## src/pkg/cdgo_pkg.sv

```systemverilog
// constants for the per-channel digital gain / offset register bank
// assumes a single 20 MHz clock and a 32-bit AXI4-Lite register bus
package cdgo_pkg;
    localparam int          ADDR_W           = 8;
    localparam int          SAMPLE_W         = 14;
    localparam int          REG_W            = 16;
    localparam int          COEF_W           = 16;
    localparam int          COEF_FRAC        = 14;
    // register indices; byte address is four times the index
    localparam logic [5:0]  IDX_ENABLE       = 6'h03;
    localparam logic [5:0]  IDX_CH5_COPY     = 6'h1A;
    localparam logic [5:0]  IDX_CH6_GO       = 6'h1B;
    localparam logic [5:0]  IDX_CH6_COPY     = 6'h1C;
    localparam logic [5:0]  IDX_CH7_GO       = 6'h1D;
    localparam logic [5:0]  IDX_CH7_COPY     = 6'h1E;
    localparam logic [5:0]  IDX_CH8_GO       = 6'h1F;
    localparam logic [5:0]  IDX_STATUS       = 6'h3F;
    // field positions
    localparam int          GAIN_APPLY_BIT   = 12;
    localparam int          OFFSET_APPLY_BIT = 8;
    localparam int          GAIN_MSB         = 15;
    localparam int          GAIN_LSB         = 11;
    localparam int          OFFSET_MSB       = 9;
    localparam int          STAT_MISMATCH_C6 = 0;
    localparam int          STAT_MISMATCH_C7 = 1;
    localparam logic [15:0] REG_RESET        = 16'h0000;
    localparam logic [1:0]  RESP_OKAY        = 2'h0;
    localparam logic [1:0]  RESP_SLVERR      = 2'h2;
    // gain step of 0.2 dB: unsigned Q2.14 factor 10^(N*0.2/20)
    function automatic logic [COEF_W-1:0] gain_coef(input logic [4:0] n);
        logic [COEF_W-1:0] c;
        c = 16'h4000;
        case (n)
            5'h00: c = 16'h4000;  5'h01: c = 16'h417E;  5'h02: c = 16'h4304;
            5'h03: c = 16'h4494;  5'h04: c = 16'h462D;  5'h05: c = 16'h47CF;
            5'h06: c = 16'h497B;  5'h07: c = 16'h4B32;  5'h08: c = 16'h4CF2;
            5'h09: c = 16'h4EBD;  5'h0A: c = 16'h5092;  5'h0B: c = 16'h5273;
            5'h0C: c = 16'h545F;  5'h0D: c = 16'h5655;  5'h0E: c = 16'h5858;
            5'h0F: c = 16'h5A67;  5'h10: c = 16'h5C82;  5'h11: c = 16'h5EAA;
            5'h12: c = 16'h60DE;  5'h13: c = 16'h6320;  5'h14: c = 16'h656F;
            5'h15: c = 16'h67CC;  5'h16: c = 16'h6A37;  5'h17: c = 16'h6CB0;
            5'h18: c = 16'h6F38;  5'h19: c = 16'h71D0;  5'h1A: c = 16'h7476;
            5'h1B: c = 16'h772D;  5'h1C: c = 16'h79F3;  5'h1D: c = 16'h7CCB;
            5'h1E: c = 16'h7FB2;  5'h1F: c = 16'h82AC;
            default: c = 16'h4000;
        endcase
        return c;
    endfunction
endpackage

```

## src/rtl/cdgo_correct.sv

```systemverilog
// one channel of offset-then-gain correction with saturation
// assumes samples arrive every clock from logic on aclk
module cdgo_correct
    import cdgo_pkg::*;
(
    input  wire logic                          aclk,
    input  wire logic                          aresetn,
    input  wire logic signed [cdgo_pkg::SAMPLE_W-1:0] sample,
    input  wire logic        [4:0]             gain_code,
    input  wire logic        [9:0]             offset_value,
    input  wire logic                          gain_apply,
    input  wire logic                          offset_apply,
    output logic signed      [cdgo_pkg::SAMPLE_W-1:0] corr
);
    function automatic logic signed [SAMPLE_W-1:0] sat(input logic signed [31:0] v);
        logic signed [31:0] hi;
        logic signed [31:0] lo;
        hi = 32'sh00001FFF;
        lo = -32'sh00002000;
        if (v > hi)
            return hi[SAMPLE_W-1:0];
        else if (v < lo)
            return lo[SAMPLE_W-1:0];
        else
            return v[SAMPLE_W-1:0];
    endfunction

    logic signed [31:0] sum;
    logic signed [31:0] prod;

    always_comb
    begin
        sum = 32'(sample);
        if (offset_apply)
            sum = sum + 32'(signed'(offset_value));
        prod = sum;
        if (gain_apply)
            prod = (sum * 32'(signed'({1'b0, gain_coef(gain_code)}))) >>> COEF_FRAC;
    end

    // a single register stage keeps the multiplier off the output pins
    always_ff @(posedge aclk)
    begin
        if (!aresetn)
            corr <= '0;
        else
            corr <= sat(prod);
    end
endmodule

```

## src/rtl/cdgo_regs.sv

```systemverilog
// gain / offset register bank for channels 5 copy to 8, with AXI4-Lite slave
// assumes one AXI4-Lite master on aclk and sample streams on the same clock
// Functional notes
// - the 5-bit gain code in bits 15..11 is applied as that many 0.2 dB steps.
// - the per-channel gain is applied only while the global gain enable bit 12 is one.
// - the 10-bit offset in bits 9..0 is added only while the global offset enable bit 8 is one.
// - the offset field is a two's-complement number.
// - channel 6 sits at 1Bh with copy 1Ch, channel 7 at 1Dh with copy 1Eh, channel 8 at 1Fh.
//
// Added by the designer: the AXI4-Lite slave port.
module cdgo_regs
    import cdgo_pkg::*;
(
    input  wire logic                          aclk,
    input  wire logic                          aresetn,
    input  wire logic [cdgo_pkg::ADDR_W-1:0]   s_axi_awaddr,
    input  wire logic [2:0]                    s_axi_awprot,
    input  wire logic                          s_axi_awvalid,
    output logic                               s_axi_awready,
    input  wire logic [31:0]                   s_axi_wdata,
    input  wire logic [3:0]                    s_axi_wstrb,
    input  wire logic                          s_axi_wvalid,
    output logic                               s_axi_wready,
    output logic [1:0]                         s_axi_bresp,
    output logic                               s_axi_bvalid,
    input  wire logic                          s_axi_bready,
    input  wire logic [cdgo_pkg::ADDR_W-1:0]   s_axi_araddr,
    input  wire logic [2:0]                    s_axi_arprot,
    input  wire logic                          s_axi_arvalid,
    output logic                               s_axi_arready,
    output logic [31:0]                        s_axi_rdata,
    output logic [1:0]                         s_axi_rresp,
    output logic                               s_axi_rvalid,
    input  wire logic                          s_axi_rready,
    input  wire logic [cdgo_pkg::SAMPLE_W-1:0] sample_c6,
    input  wire logic [cdgo_pkg::SAMPLE_W-1:0] sample_c7,
    input  wire logic [cdgo_pkg::SAMPLE_W-1:0] sample_c8,
    output logic [cdgo_pkg::SAMPLE_W-1:0]      corr_c6,
    output logic [cdgo_pkg::SAMPLE_W-1:0]      corr_c7,
    output logic [cdgo_pkg::SAMPLE_W-1:0]      corr_c8
);
    import cdgo_pkg::*;

    function automatic logic [REG_W-1:0] merge(input logic [REG_W-1:0] old,
                                               input logic [31:0]      data,
                                               input logic [3:0]       strb);
        logic [REG_W-1:0] m;
        m = old;
        if (strb[0])
            m[7:0] = data[7:0];
        if (strb[1])
            m[15:8] = data[15:8];
        return m;
    endfunction

    function automatic logic mapped(input logic [5:0] idx);
        return idx == IDX_ENABLE || idx == IDX_STATUS
            || (idx >= IDX_CH5_COPY && idx <= IDX_CH8_GO);
    endfunction

    logic [REG_W-1:0] enable_r;
    logic [REG_W-1:0] ch5_offset_copy_r;
    logic [REG_W-1:0] ch6_gain_offset_r;
    logic [REG_W-1:0] ch6_offset_copy_r;
    logic [REG_W-1:0] ch7_gain_offset_r;
    logic [REG_W-1:0] ch7_offset_copy_r;
    logic [REG_W-1:0] ch8_gain_offset_r;
    logic [1:0]       mismatch_r;
    logic             aw_held_r;
    logic             w_held_r;
    logic [5:0]       wr_idx_r;
    logic [31:0]      wdata_r;
    logic [3:0]       wstrb_r;
    logic             wr_fire;
    logic [REG_W-1:0] rd_word;
    logic             global_gain_apply;
    logic             global_offset_apply;

    assign wr_fire             = aw_held_r && w_held_r && !s_axi_bvalid;
    assign global_gain_apply   = enable_r[GAIN_APPLY_BIT];
    assign global_offset_apply = enable_r[OFFSET_APPLY_BIT];

    // write address / data capture, in either order
    always_ff @(posedge aclk)
    begin
        if (!aresetn)
        begin
            s_axi_awready <= 1'b1;
            s_axi_wready  <= 1'b1;
            aw_held_r     <= 1'b0;
            w_held_r      <= 1'b0;
            wr_idx_r      <= '0;
            wdata_r       <= '0;
            wstrb_r       <= '0;
        end
        else
        begin
            if (s_axi_awvalid && s_axi_awready)
            begin
                s_axi_awready <= 1'b0;
                aw_held_r     <= 1'b1;
                wr_idx_r      <= s_axi_awaddr[ADDR_W-1:2];
            end
            if (s_axi_wvalid && s_axi_wready)
            begin
                s_axi_wready <= 1'b0;
                w_held_r     <= 1'b1;
                wdata_r      <= s_axi_wdata;
                wstrb_r      <= s_axi_wstrb;
            end
            if (wr_fire)
            begin
                aw_held_r <= 1'b0;
                w_held_r  <= 1'b0;
            end
            // no new write is taken until the response is gone
            if (s_axi_bvalid && s_axi_bready)
            begin
                s_axi_awready <= 1'b1;
                s_axi_wready  <= 1'b1;
            end
        end
    end

    always_ff @(posedge aclk)
    begin
        if (!aresetn)
        begin
            s_axi_bvalid <= 1'b0;
            s_axi_bresp  <= RESP_OKAY;
        end
        else if (wr_fire)
        begin
            s_axi_bvalid <= 1'b1;
            s_axi_bresp  <= mapped(wr_idx_r) ? RESP_OKAY : RESP_SLVERR;
        end
        else if (s_axi_bready)
            s_axi_bvalid <= 1'b0;
    end

    // register file; unused bits are stored as written and read back
    always_ff @(posedge aclk)
    begin
        if (!aresetn)
        begin
            enable_r          <= REG_RESET;
            ch5_offset_copy_r <= REG_RESET;
            ch6_gain_offset_r <= REG_RESET;
            ch6_offset_copy_r <= REG_RESET;
            ch7_gain_offset_r <= REG_RESET;
            ch7_offset_copy_r <= REG_RESET;
            ch8_gain_offset_r <= REG_RESET;
        end
        else if (wr_fire)
        begin
            case (wr_idx_r)
                IDX_ENABLE:   enable_r          <= merge(enable_r, wdata_r, wstrb_r);
                IDX_CH5_COPY: ch5_offset_copy_r <= merge(ch5_offset_copy_r, wdata_r, wstrb_r);
                IDX_CH6_GO:   ch6_gain_offset_r <= merge(ch6_gain_offset_r, wdata_r, wstrb_r);
                IDX_CH6_COPY: ch6_offset_copy_r <= merge(ch6_offset_copy_r, wdata_r, wstrb_r);
                IDX_CH7_GO:   ch7_gain_offset_r <= merge(ch7_gain_offset_r, wdata_r, wstrb_r);
                IDX_CH7_COPY: ch7_offset_copy_r <= merge(ch7_offset_copy_r, wdata_r, wstrb_r);
                IDX_CH8_GO:   ch8_gain_offset_r <= merge(ch8_gain_offset_r, wdata_r, wstrb_r);
                default:      enable_r          <= enable_r;
            endcase
        end
    end

    // copies that disagree are flagged; the primary register is what gets applied
    always_ff @(posedge aclk)
    begin
        if (!aresetn)
            mismatch_r <= 2'h0;
        else
        begin
            mismatch_r[STAT_MISMATCH_C6] <= ch6_gain_offset_r[OFFSET_MSB:0]
                                         != ch6_offset_copy_r[OFFSET_MSB:0];
            mismatch_r[STAT_MISMATCH_C7] <= ch7_gain_offset_r[OFFSET_MSB:0]
                                         != ch7_offset_copy_r[OFFSET_MSB:0];
        end
    end

    always_comb
    begin
        rd_word = REG_RESET;
        case (s_axi_araddr[ADDR_W-1:2])
            IDX_ENABLE:   rd_word = enable_r;
            IDX_CH5_COPY: rd_word = ch5_offset_copy_r;
            IDX_CH6_GO:   rd_word = ch6_gain_offset_r;
            IDX_CH6_COPY: rd_word = ch6_offset_copy_r;
            IDX_CH7_GO:   rd_word = ch7_gain_offset_r;
            IDX_CH7_COPY: rd_word = ch7_offset_copy_r;
            IDX_CH8_GO:   rd_word = ch8_gain_offset_r;
            IDX_STATUS:   rd_word = {14'h0000, mismatch_r};
            default:      rd_word = REG_RESET;
        endcase
    end

    always_ff @(posedge aclk)
    begin
        if (!aresetn)
        begin
            s_axi_arready <= 1'b1;
            s_axi_rvalid  <= 1'b0;
            s_axi_rdata   <= '0;
            s_axi_rresp   <= RESP_OKAY;
        end
        else if (s_axi_arvalid && s_axi_arready)
        begin
            s_axi_arready <= 1'b0;
            s_axi_rvalid  <= 1'b1;
            s_axi_rdata   <= {16'h0000, rd_word};
            s_axi_rresp   <= mapped(s_axi_araddr[ADDR_W-1:2]) ? RESP_OKAY : RESP_SLVERR;
        end
        else if (s_axi_rvalid && s_axi_rready)
        begin
            s_axi_rvalid  <= 1'b0;
            s_axi_arready <= 1'b1;
        end
    end

    cdgo_correct u_c6 (
        .aclk         (aclk),
        .aresetn      (aresetn),
        .sample       (sample_c6),
        .gain_code    (ch6_gain_offset_r[GAIN_MSB:GAIN_LSB]),
        .offset_value (ch6_gain_offset_r[OFFSET_MSB:0]),
        .gain_apply   (global_gain_apply),
        .offset_apply (global_offset_apply),
        .corr         (corr_c6)
    );

    cdgo_correct u_c7 (
        .aclk         (aclk),
        .aresetn      (aresetn),
        .sample       (sample_c7),
        .gain_code    (ch7_gain_offset_r[GAIN_MSB:GAIN_LSB]),
        .offset_value (ch7_gain_offset_r[OFFSET_MSB:0]),
        .gain_apply   (global_gain_apply),
        .offset_apply (global_offset_apply),
        .corr         (corr_c7)
    );

    cdgo_correct u_c8 (
        .aclk         (aclk),
        .aresetn      (aresetn),
        .sample       (sample_c8),
        .gain_code    (ch8_gain_offset_r[GAIN_MSB:GAIN_LSB]),
        .offset_value (ch8_gain_offset_r[OFFSET_MSB:0]),
        .gain_apply   (global_gain_apply),
        .offset_apply (global_offset_apply),
        .corr         (corr_c8)
    );
endmodule

```

## config.mk

```make
export PLATFORM = sky130hd
export DESIGN_NAME = cdgo_regs
export DESIGN_NICKNAME = d
export VERILOG_FILES = /design/src/pkg/cdgo_pkg.sv /design/src/rtl/cdgo_correct.sv /design/src/rtl/cdgo_regs.sv
export SDC_FILE = /design/constraint.sdc
export NUM_CORES = 2
export LEC_CHECK = 0
export ABC_AREA = 1
export BUFFER_PORTS_ARGS = -buffer_cell sky130_fd_sc_hd__buf_2
export CORE_MARGIN = 8
export CORE_UTILIZATION = 35
export CTS_CLUSTER_DIAMETER = 120
export DETAILED_ROUTE_END_ITERATION = 8
export HOLD_SLACK_MARGIN = 0.08
export PLACE_DENSITY_LB_ADDON = 0.25
export SLEW_MARGIN = 15
export SYNTH_ARGS = -nofsm -noshare
export SYNTH_HDL_FRONTEND = slang
export SYNTH_HIERARCHICAL = 1
export SYNTH_SLANG_ARGS = --single-unit
```

## constraint.sdc

```tcl
create_clock -name aclk -period 10.2 [get_ports aclk]
set_clock_uncertainty 0.15 [all_clocks]
set_input_delay 1.53 -clock aclk [delete_from_list [all_inputs] [get_ports aclk]]
set_output_delay 1.53 -clock aclk [all_outputs]
set_load 0.01 [all_outputs]
```

# Yosys cells after proc, flatten, opt, wreduce, memory -nomap -nowiden
# Memory sizes are Yosys's and may differ from the RTL's. A register that Yosys moved wholly into a read port is not among the register bits.
# Cells that the tools add are included.
totals:
  n_memories: 3
  mem_bits_ro: 1536
  output_inout_bits: 83
  regBits: 207
op_classes:
  n_reduce_logical: 35
  n_bitwise: 1
  magnitude_cmp: 10
  mux: 30
  n_mul: 3
  n_addsub: 3
  n_eq_ne: 18
memory_table:
  columns: ["name", "depth", "width", "rd", "rd_ports_with_merged_regs", "wr", "line_no", "text"]
  rows:
  - ["(no name shown)", 32, 16, 1, 1, 0, "cdgo_pkg.sv:33", "case (n)"]
  - ["(no name shown)", 32, 16, 1, 1, 0, "cdgo_pkg.sv:33", null]
  - ["(no name shown)", 32, 16, 1, 1, 0, "cdgo_pkg.sv:33", null]
ops:
  columns: ["op", "n"]
  rows:
  - ["32-bit two-way mux", 6]
  - ["16-bit one-hot mux with 8 select lines", 1]
  - ["32-bit by 14-bit greater-than comparator with 1-bit output (second input constant)", 3]
  - ["32-bit by 14-bit less-than comparator with 1-bit output (second input constant)", 3]
  - ["32-bit by 17-bit multiplier with 32-bit output", 3]
  - ["6-bit by 5-bit == test with 1-bit output (second input constant)", 12]
  - ["16-bit two-way mux", 3]
  - ["14-bit by 10-bit adder with 15-bit output", 3]
  - ["14-bit two-way mux", 3]
  - ["3-bit AND reduction", 14]
  - ["13-bit two-way mux", 3]
  - ["5-bit two-way mux", 6]
  - ["10-bit != test", 2]
  - ["6-bit by 2-bit == test with 1-bit output (second input constant)", 2]
  - ["6-bit == test (second input constant)", 2]
  - ["6-bit by 5-bit greater-or-equal comparator with 1-bit output (second input constant)", 2]
  - ["6-bit by 5-bit <= comparator with 1-bit output (second input constant)", 2]
  - ["2-bit OR reduction", 5]
  - ["1-bit logical AND", 9]
  - ["1-bit two-way mux", 6]
  - ["1-bit logical OR", 4]
  - ["2-bit two-way mux", 2]
  - ["2-bit nonzero test", 2]
  - ["1-bit zero test", 1]
  - ["1-bit inverter", 1]

# Depth between registers and ports, before layout
depth:
  depth_word: 7
  ltp_mapped: 45
  mapped_depth_nobuf: 42

# Cells and area by module
# The synthesis kept the hierarchy.
modules_own_cells:
  columns: ["mod", "seq_area_each_um2", "area_per_inst_um2", "instances", "cells_per_inst"]
  rows:
  - ["cdgo_correct (u_c8)", 280.3, 12318.1, 1, 1735]
  - ["cdgo_correct (u_c6)", 280.3, 12213.0, 1, 1686]
  - ["cdgo_correct (u_c7)", 280.3, 12146.6, 1, 1694]
  - ["cdgo_regs", 3263.1, 7483.4, 1, 1051]

# Least setup slack after synthesis
# Ideal clock, no wire load.
synth_timing:
  path_type: "in2reg"
  start: "in sample_c6[0] (netlist bit)"
  end: "reg u_c6/corr[10] (netlist bit)"
  n_path_buf: 4
  path_stages: 40
  setup_time_ns: 0.119
  path_slack_ns: 1.465
  arrival_time_ns: 8.466
  required_ns: 9.931
  cell_sequence: "ha_1 -> fa_1 -> nand2_1 -> nand3_2 -> nand2_1 -> nand2_1 -> nand2_1 -> nand2_1 -> nand2_2 -> nand2_4 -> buf_2 -> nor2_1 -> inv_1 -> fa_1 -> inv_1 -> fa_1 -> clkbuf_1 -> buf_1 -> [... 4 more ...] -> fa_1 -> inv_1 -> fa_1 -> ha_1 -> nand2_4 -> nor2_4 -> inv_2 -> nor3_2 -> nand2_1 -> nand2_1 -> nand2_1 -> nand2_1 -> nand2_1 -> nand2_1 -> nand4_2 -> nand2_2 -> buf_12 -> a21oi_2"
synth_via:
  elab_chain_cells: 7
synth_rtl:
  columns: ["element", "line_no", "text"]
  rows:
  - ["start, declared", "cdgo_regs.sv:35", "input wire logic [cdgo_pkg::SAMPLE_W-1:0] sample_c6,"]
  - ["14-bit by 10-bit adder with 15-bit output", "cdgo_correct.sv:35", "sum = sum + 32'(signed'(offset_value));"]
  - ["32-bit two-way mux *", "cdgo_correct.sv:34", "if (offset_apply)"]
  - ["32-bit by 17-bit multiplier with 32-bit output", "cdgo_correct.sv:38", "prod = (sum * 32'(signed'({1'b0, gain_coef(gain_code)}))) >>> COEF_FRAC;"]
  - ["32-bit two-way mux *", "cdgo_correct.sv:37", "if (gain_apply)"]
  - ["32-bit by 14-bit less-than comparator with 1-bit output", "cdgo_correct.sv:22", "else if (v < lo)"]
  - ["14-bit two-way mux", "cdgo_correct.sv:22", null]
  - ["13-bit two-way mux *", "cdgo_correct.sv:20", "if (v > hi)"]
  - ["end signal, assigned", "cdgo_correct.sv:47", "corr <= sat(prod);"]
  - ["end, declared", "cdgo_correct.sv:13", "output logic signed [cdgo_pkg::SAMPLE_W-1:0] corr"]
# Every way passes the cells marked *; elsewhere a longest branch is shown, timed or not.
# A chain may end at the register's enable or synchronous reset.

# Worst setup path after layout
layout_timing:
  start: "in sample_c8[0] (netlist bit)"
  end: "reg u_c8/corr[11] (netlist bit)"
layout_via:
  elab_chain_cells: 7
layout_rtl:
  columns: ["element", "line_no", "text"]
  rows:
  - ["start, declared", "cdgo_regs.sv:37", "input wire logic [cdgo_pkg::SAMPLE_W-1:0] sample_c8,"]
  - ["14-bit by 10-bit adder with 15-bit output", "cdgo_correct.sv:35", null]
  - ["32-bit two-way mux *", "cdgo_correct.sv:34", null]
  - ["32-bit by 17-bit multiplier with 32-bit output", "cdgo_correct.sv:38", null]
  - ["32-bit two-way mux *", "cdgo_correct.sv:37", null]
  - ["32-bit by 14-bit less-than comparator with 1-bit output", "cdgo_correct.sv:22", null]
  - ["14-bit two-way mux", "cdgo_correct.sv:22", null]
  - ["13-bit two-way mux *", "cdgo_correct.sv:20", null]
  - ["end signal, assigned", "cdgo_correct.sv:47", null]
  - ["end, declared", "cdgo_correct.sv:13", null]
# Marked as above.

==> impl_metrics.toml <==
[clock_network]
cts_num_sinks = 205
clk_pin_slew_ns = 0.05
htree_levels = 1
clk-insertion-delay-late_ns = 0.61
cts.repair.resized = 0
cts_root_buf = "clkbuf_16"
post-cts-setup-buffer-count = 0
cts_hold_buf = 0
cts_buffer_depth = 3
cts-buffers-inserted = 27
cts_tree = "built"

[floorplanning]
rows = 130
dieArea_sq_um = 137800
num_io_pins = 190
chipWidth_microns = 371.2
die_h_microns = 371.2
core_sq_um = 125400
start_util_pct = 35.21

[detailed_routing]
wl_microns = 136000
via_per_inst = 4.832
vias = 38330
firstDrtPassIters = 6
drc = 0
first_iter_violations = 2762
antenna_left = 0
wire_per_inst_microns = 17.14

[synthesis]
async_reset_ff_share_pct = 0
synthMuxAreaShare_pct = 0
syn_avg_cell_area_sq_um = 7.162
synthSimpleGateAreaFrac_pct = 24.79
syn_area_sq_um = 44160
synth_edf_count = 0
syn_inst = 6166
ys_ff_latch = 205
synth_compound_gate_area_share_pct = 8.066
synth_xor_xnor_area_share_pct = 1.468
synthAdderAreaFrac_pct = 42.23
ys_warn_count = 6
ys.flop_type = "dfxtp_1"
synth_top_family_by_area = "adder cells"
ys_seq_area_share_pct = 9.293
ys_types = 63

[global_routing]
grt-ovfl-total = 0
grt_pass1_wl_microns = 213400
grt_max_degree = 102
grt_usage_pct = 19.51
grt_pass1_vias = 38220
antenna_found_initial = 11

[sta]
relSlewSlack_pct = 19.95
hold_violations = 0
rsz0062_at_grt = "false"
fmax_mhz = 109.6
tightest_slew_ns = 1.198
finalCritPeriodShare_pct = 89.48
finalSetupTns_ns = 0
final-max-slew-violation-count = 0
setup_violations = 0
setup_slack_ns = 1.073
fin_crit_ns = 9.127

[power]
p_leak_nw = 25.39
p_total_w = 0.002293
p_per_area_nw_per_um2 = 48.17
ir_worst_vdd_mv = 0.1282

[cells_and_area]
multi_input_area_sq_um = 33880
drive_gt1_share_pct = 7.859
nNetsFinal = 7412
seqCellArea_sq_um = 4111
area_growth_syn_to_layout_pct = 7.806
final_util_pct = 37.96
fillerInstances = 13420

[place]
dp_hpwl_microns = 113600
place_congestion = 0.9190
place_ws_ns = 0.4483
port_buffers = 143

[critical_path]
cpMaxStageDelayCell = "fa_1"
startpoint_type = "primary input"
cp_max_fo = 13
setup.worst_path.class = "primary input to register"
path_buf_inv = 8
crit_family = "adder cells"
required_ns = 10.57
cp_slowest_stage_delay_ns = 0.74
cp_common_cell = "nand2_1"
cp-end-kind = "register"
cp.arrival_ns = 9.50

[worst_hold_path]
hold_class = "register to register"

[run_status]
status = "finished clean"

[job]
max_cap_violations = 0
==> power breakdown <==
part / leakage, nW / switching, W / internal [W]
Sequential: 1.67 / 0.0000303 / 0.000824
Combinational: 23.3 / 0.000297 / 0.000127
Clock: 0.459 / 0.000404 / 0.000611
Total: 25.4 / 0.000732 / 0.00156
==> cell families after synthesis <==
logic type	Yosys count
other	1
adders and majority gates	1053
xor gates and xnor gates	74
buffers and inverters	1598
and+or+nand+nor	2612
AOI/OAI and AO/OA	623
DFF	205
==> final cells by class <==
cell class | instances | share of cell area [%]
multi-input cells | 4380 | 71.16
inverters | 1428 | 11.26
flip-flops and latches | 205 | 8.636
well taps | 1650 | 4.336
repair buffers | 210 | 2.591
clock buffers | 41 | 1.656
clock inverters | 9 | 0.3075
diodes | 10 | 0.05256
==> final timing paths <==
path,start,to,cells after the start,slack [ns]
worst min-delay path,ch5_offset_copy_r[5]$_SDFFE_PN0P_,ch5_offset_copy_r[5]$_SDFFE_PN0P_,2,0.30
worst max-delay path,sample_c8[0],u_c8/corr[11]$_SDFF_PN0_,38,1.07
worst max register to register,ch8_gain_offset_r[12]$_SDFFE_PN0P_,u_c8/corr[11]$_SDFF_PN0_,35,1.44
worst min register to register,ch5_offset_copy_r[5]$_SDFFE_PN0P_,ch5_offset_copy_r[5]$_SDFFE_PN0P_,2,0.30
==> metrics by stage <==
step / cell area, sq um / hold WS [ns] / cells
floorplan: 44220 / 0.2800 / 6183
global placement: 46650 / 0.2930 / 7873
detailed placement: 46650 / 0.2993 / 7873
CTS: 47580 / 0.3071 / 7923
global route: 47590 / 0.3291 / 7927
finish: 47610 / 0.3008 / 7933
==> worst min-delay path, cell delays in order, from the launching register on <==
cell and delay (ns):
dfxtp_1 0.29, inv_1 0.06, a21oi_1 0.05
==> layout by cell type, fill, tap and decap left out, types with 13 or more instances in the layout <==
master	synthesis	routed
a21o_1	18	18
a21oi_1	209	209
a21oi_2	37	37
buf_2	39	142
buf_4	23	67
clkbuf_16	0	27
clkinv_1	16	16
conb_1	1	18
dfxtp_1	205	203
fa_1	729	729
ha_1	324	324
inv_1	1389	1389
inv_2	23	23
nand2_1	1295	1295
nand2_2	41	41
nand3_1	250	250
nand4_1	35	35
nor2_1	819	819
nor2_2	18	18
nor2_4	13	13
nor3_1	21	21
o211ai_1	22	22
o21ai_0	252	250
o21ai_1	20	20
o21bai_1	17	17
or2_2	58	58
xnor2_1	30	30
xor2_1	44	44
==> state kept, by name, indices dropped and copies added (netlist names), 6 cells and up <==
| name | cells |
|---|---|
| ch6_gain_offset_r | 16 |
| enable_r | 16 |
| wr_idx_r | 6 |
| wdata_r | 16 |
| ch7_gain_offset_r | 16 |
| u_c8/corr | 14 |
| s_axi_rdata | 16 |
| u_c6/corr | 14 |
| ch5_offset_copy_r | 16 |
| ch6_offset_copy_r | 16 |
| ch8_gain_offset_r | 16 |
| u_c7/corr | 14 |
| ch7_offset_copy_r | 16 |
==> cells in the mapped netlist (44+ instances only) <==
library cell | n | share of area (%)
inv_1 | 1389 | 12
nand2_1 | 1295 | 11
nor2_1 | 819 | 7.0
fa_1 | 729 | 33
ha_1 | 324 | 9.2
o21ai_0 | 252 | 2.9
nand3_1 | 250 | 2.8
a21oi_1 | 209 | 2.4
dfxtp_1 | 205 | 9.3
clkbuf_1 | 85 | 0.72
or2_2 | 58 | 0.82
xor2_1 | 44 | 0.87
==> per-layer routing <==
metal | up-vias | share of wire (%) | wire length [microns] | track usage (%)
met4 | 4 | 3.9 | 5294 | 6.924
met1 | 18440 | 44 | 59600 | 26.05
met2 | 1098 | 45 | 61630 | 31.58
li1 | 18580 | - | - | -
met3 | 214 | 6.9 | 9436 | 3.579
met5 | - | 0.023 | 31 | 0
Power figures use the tool's default switching activity.
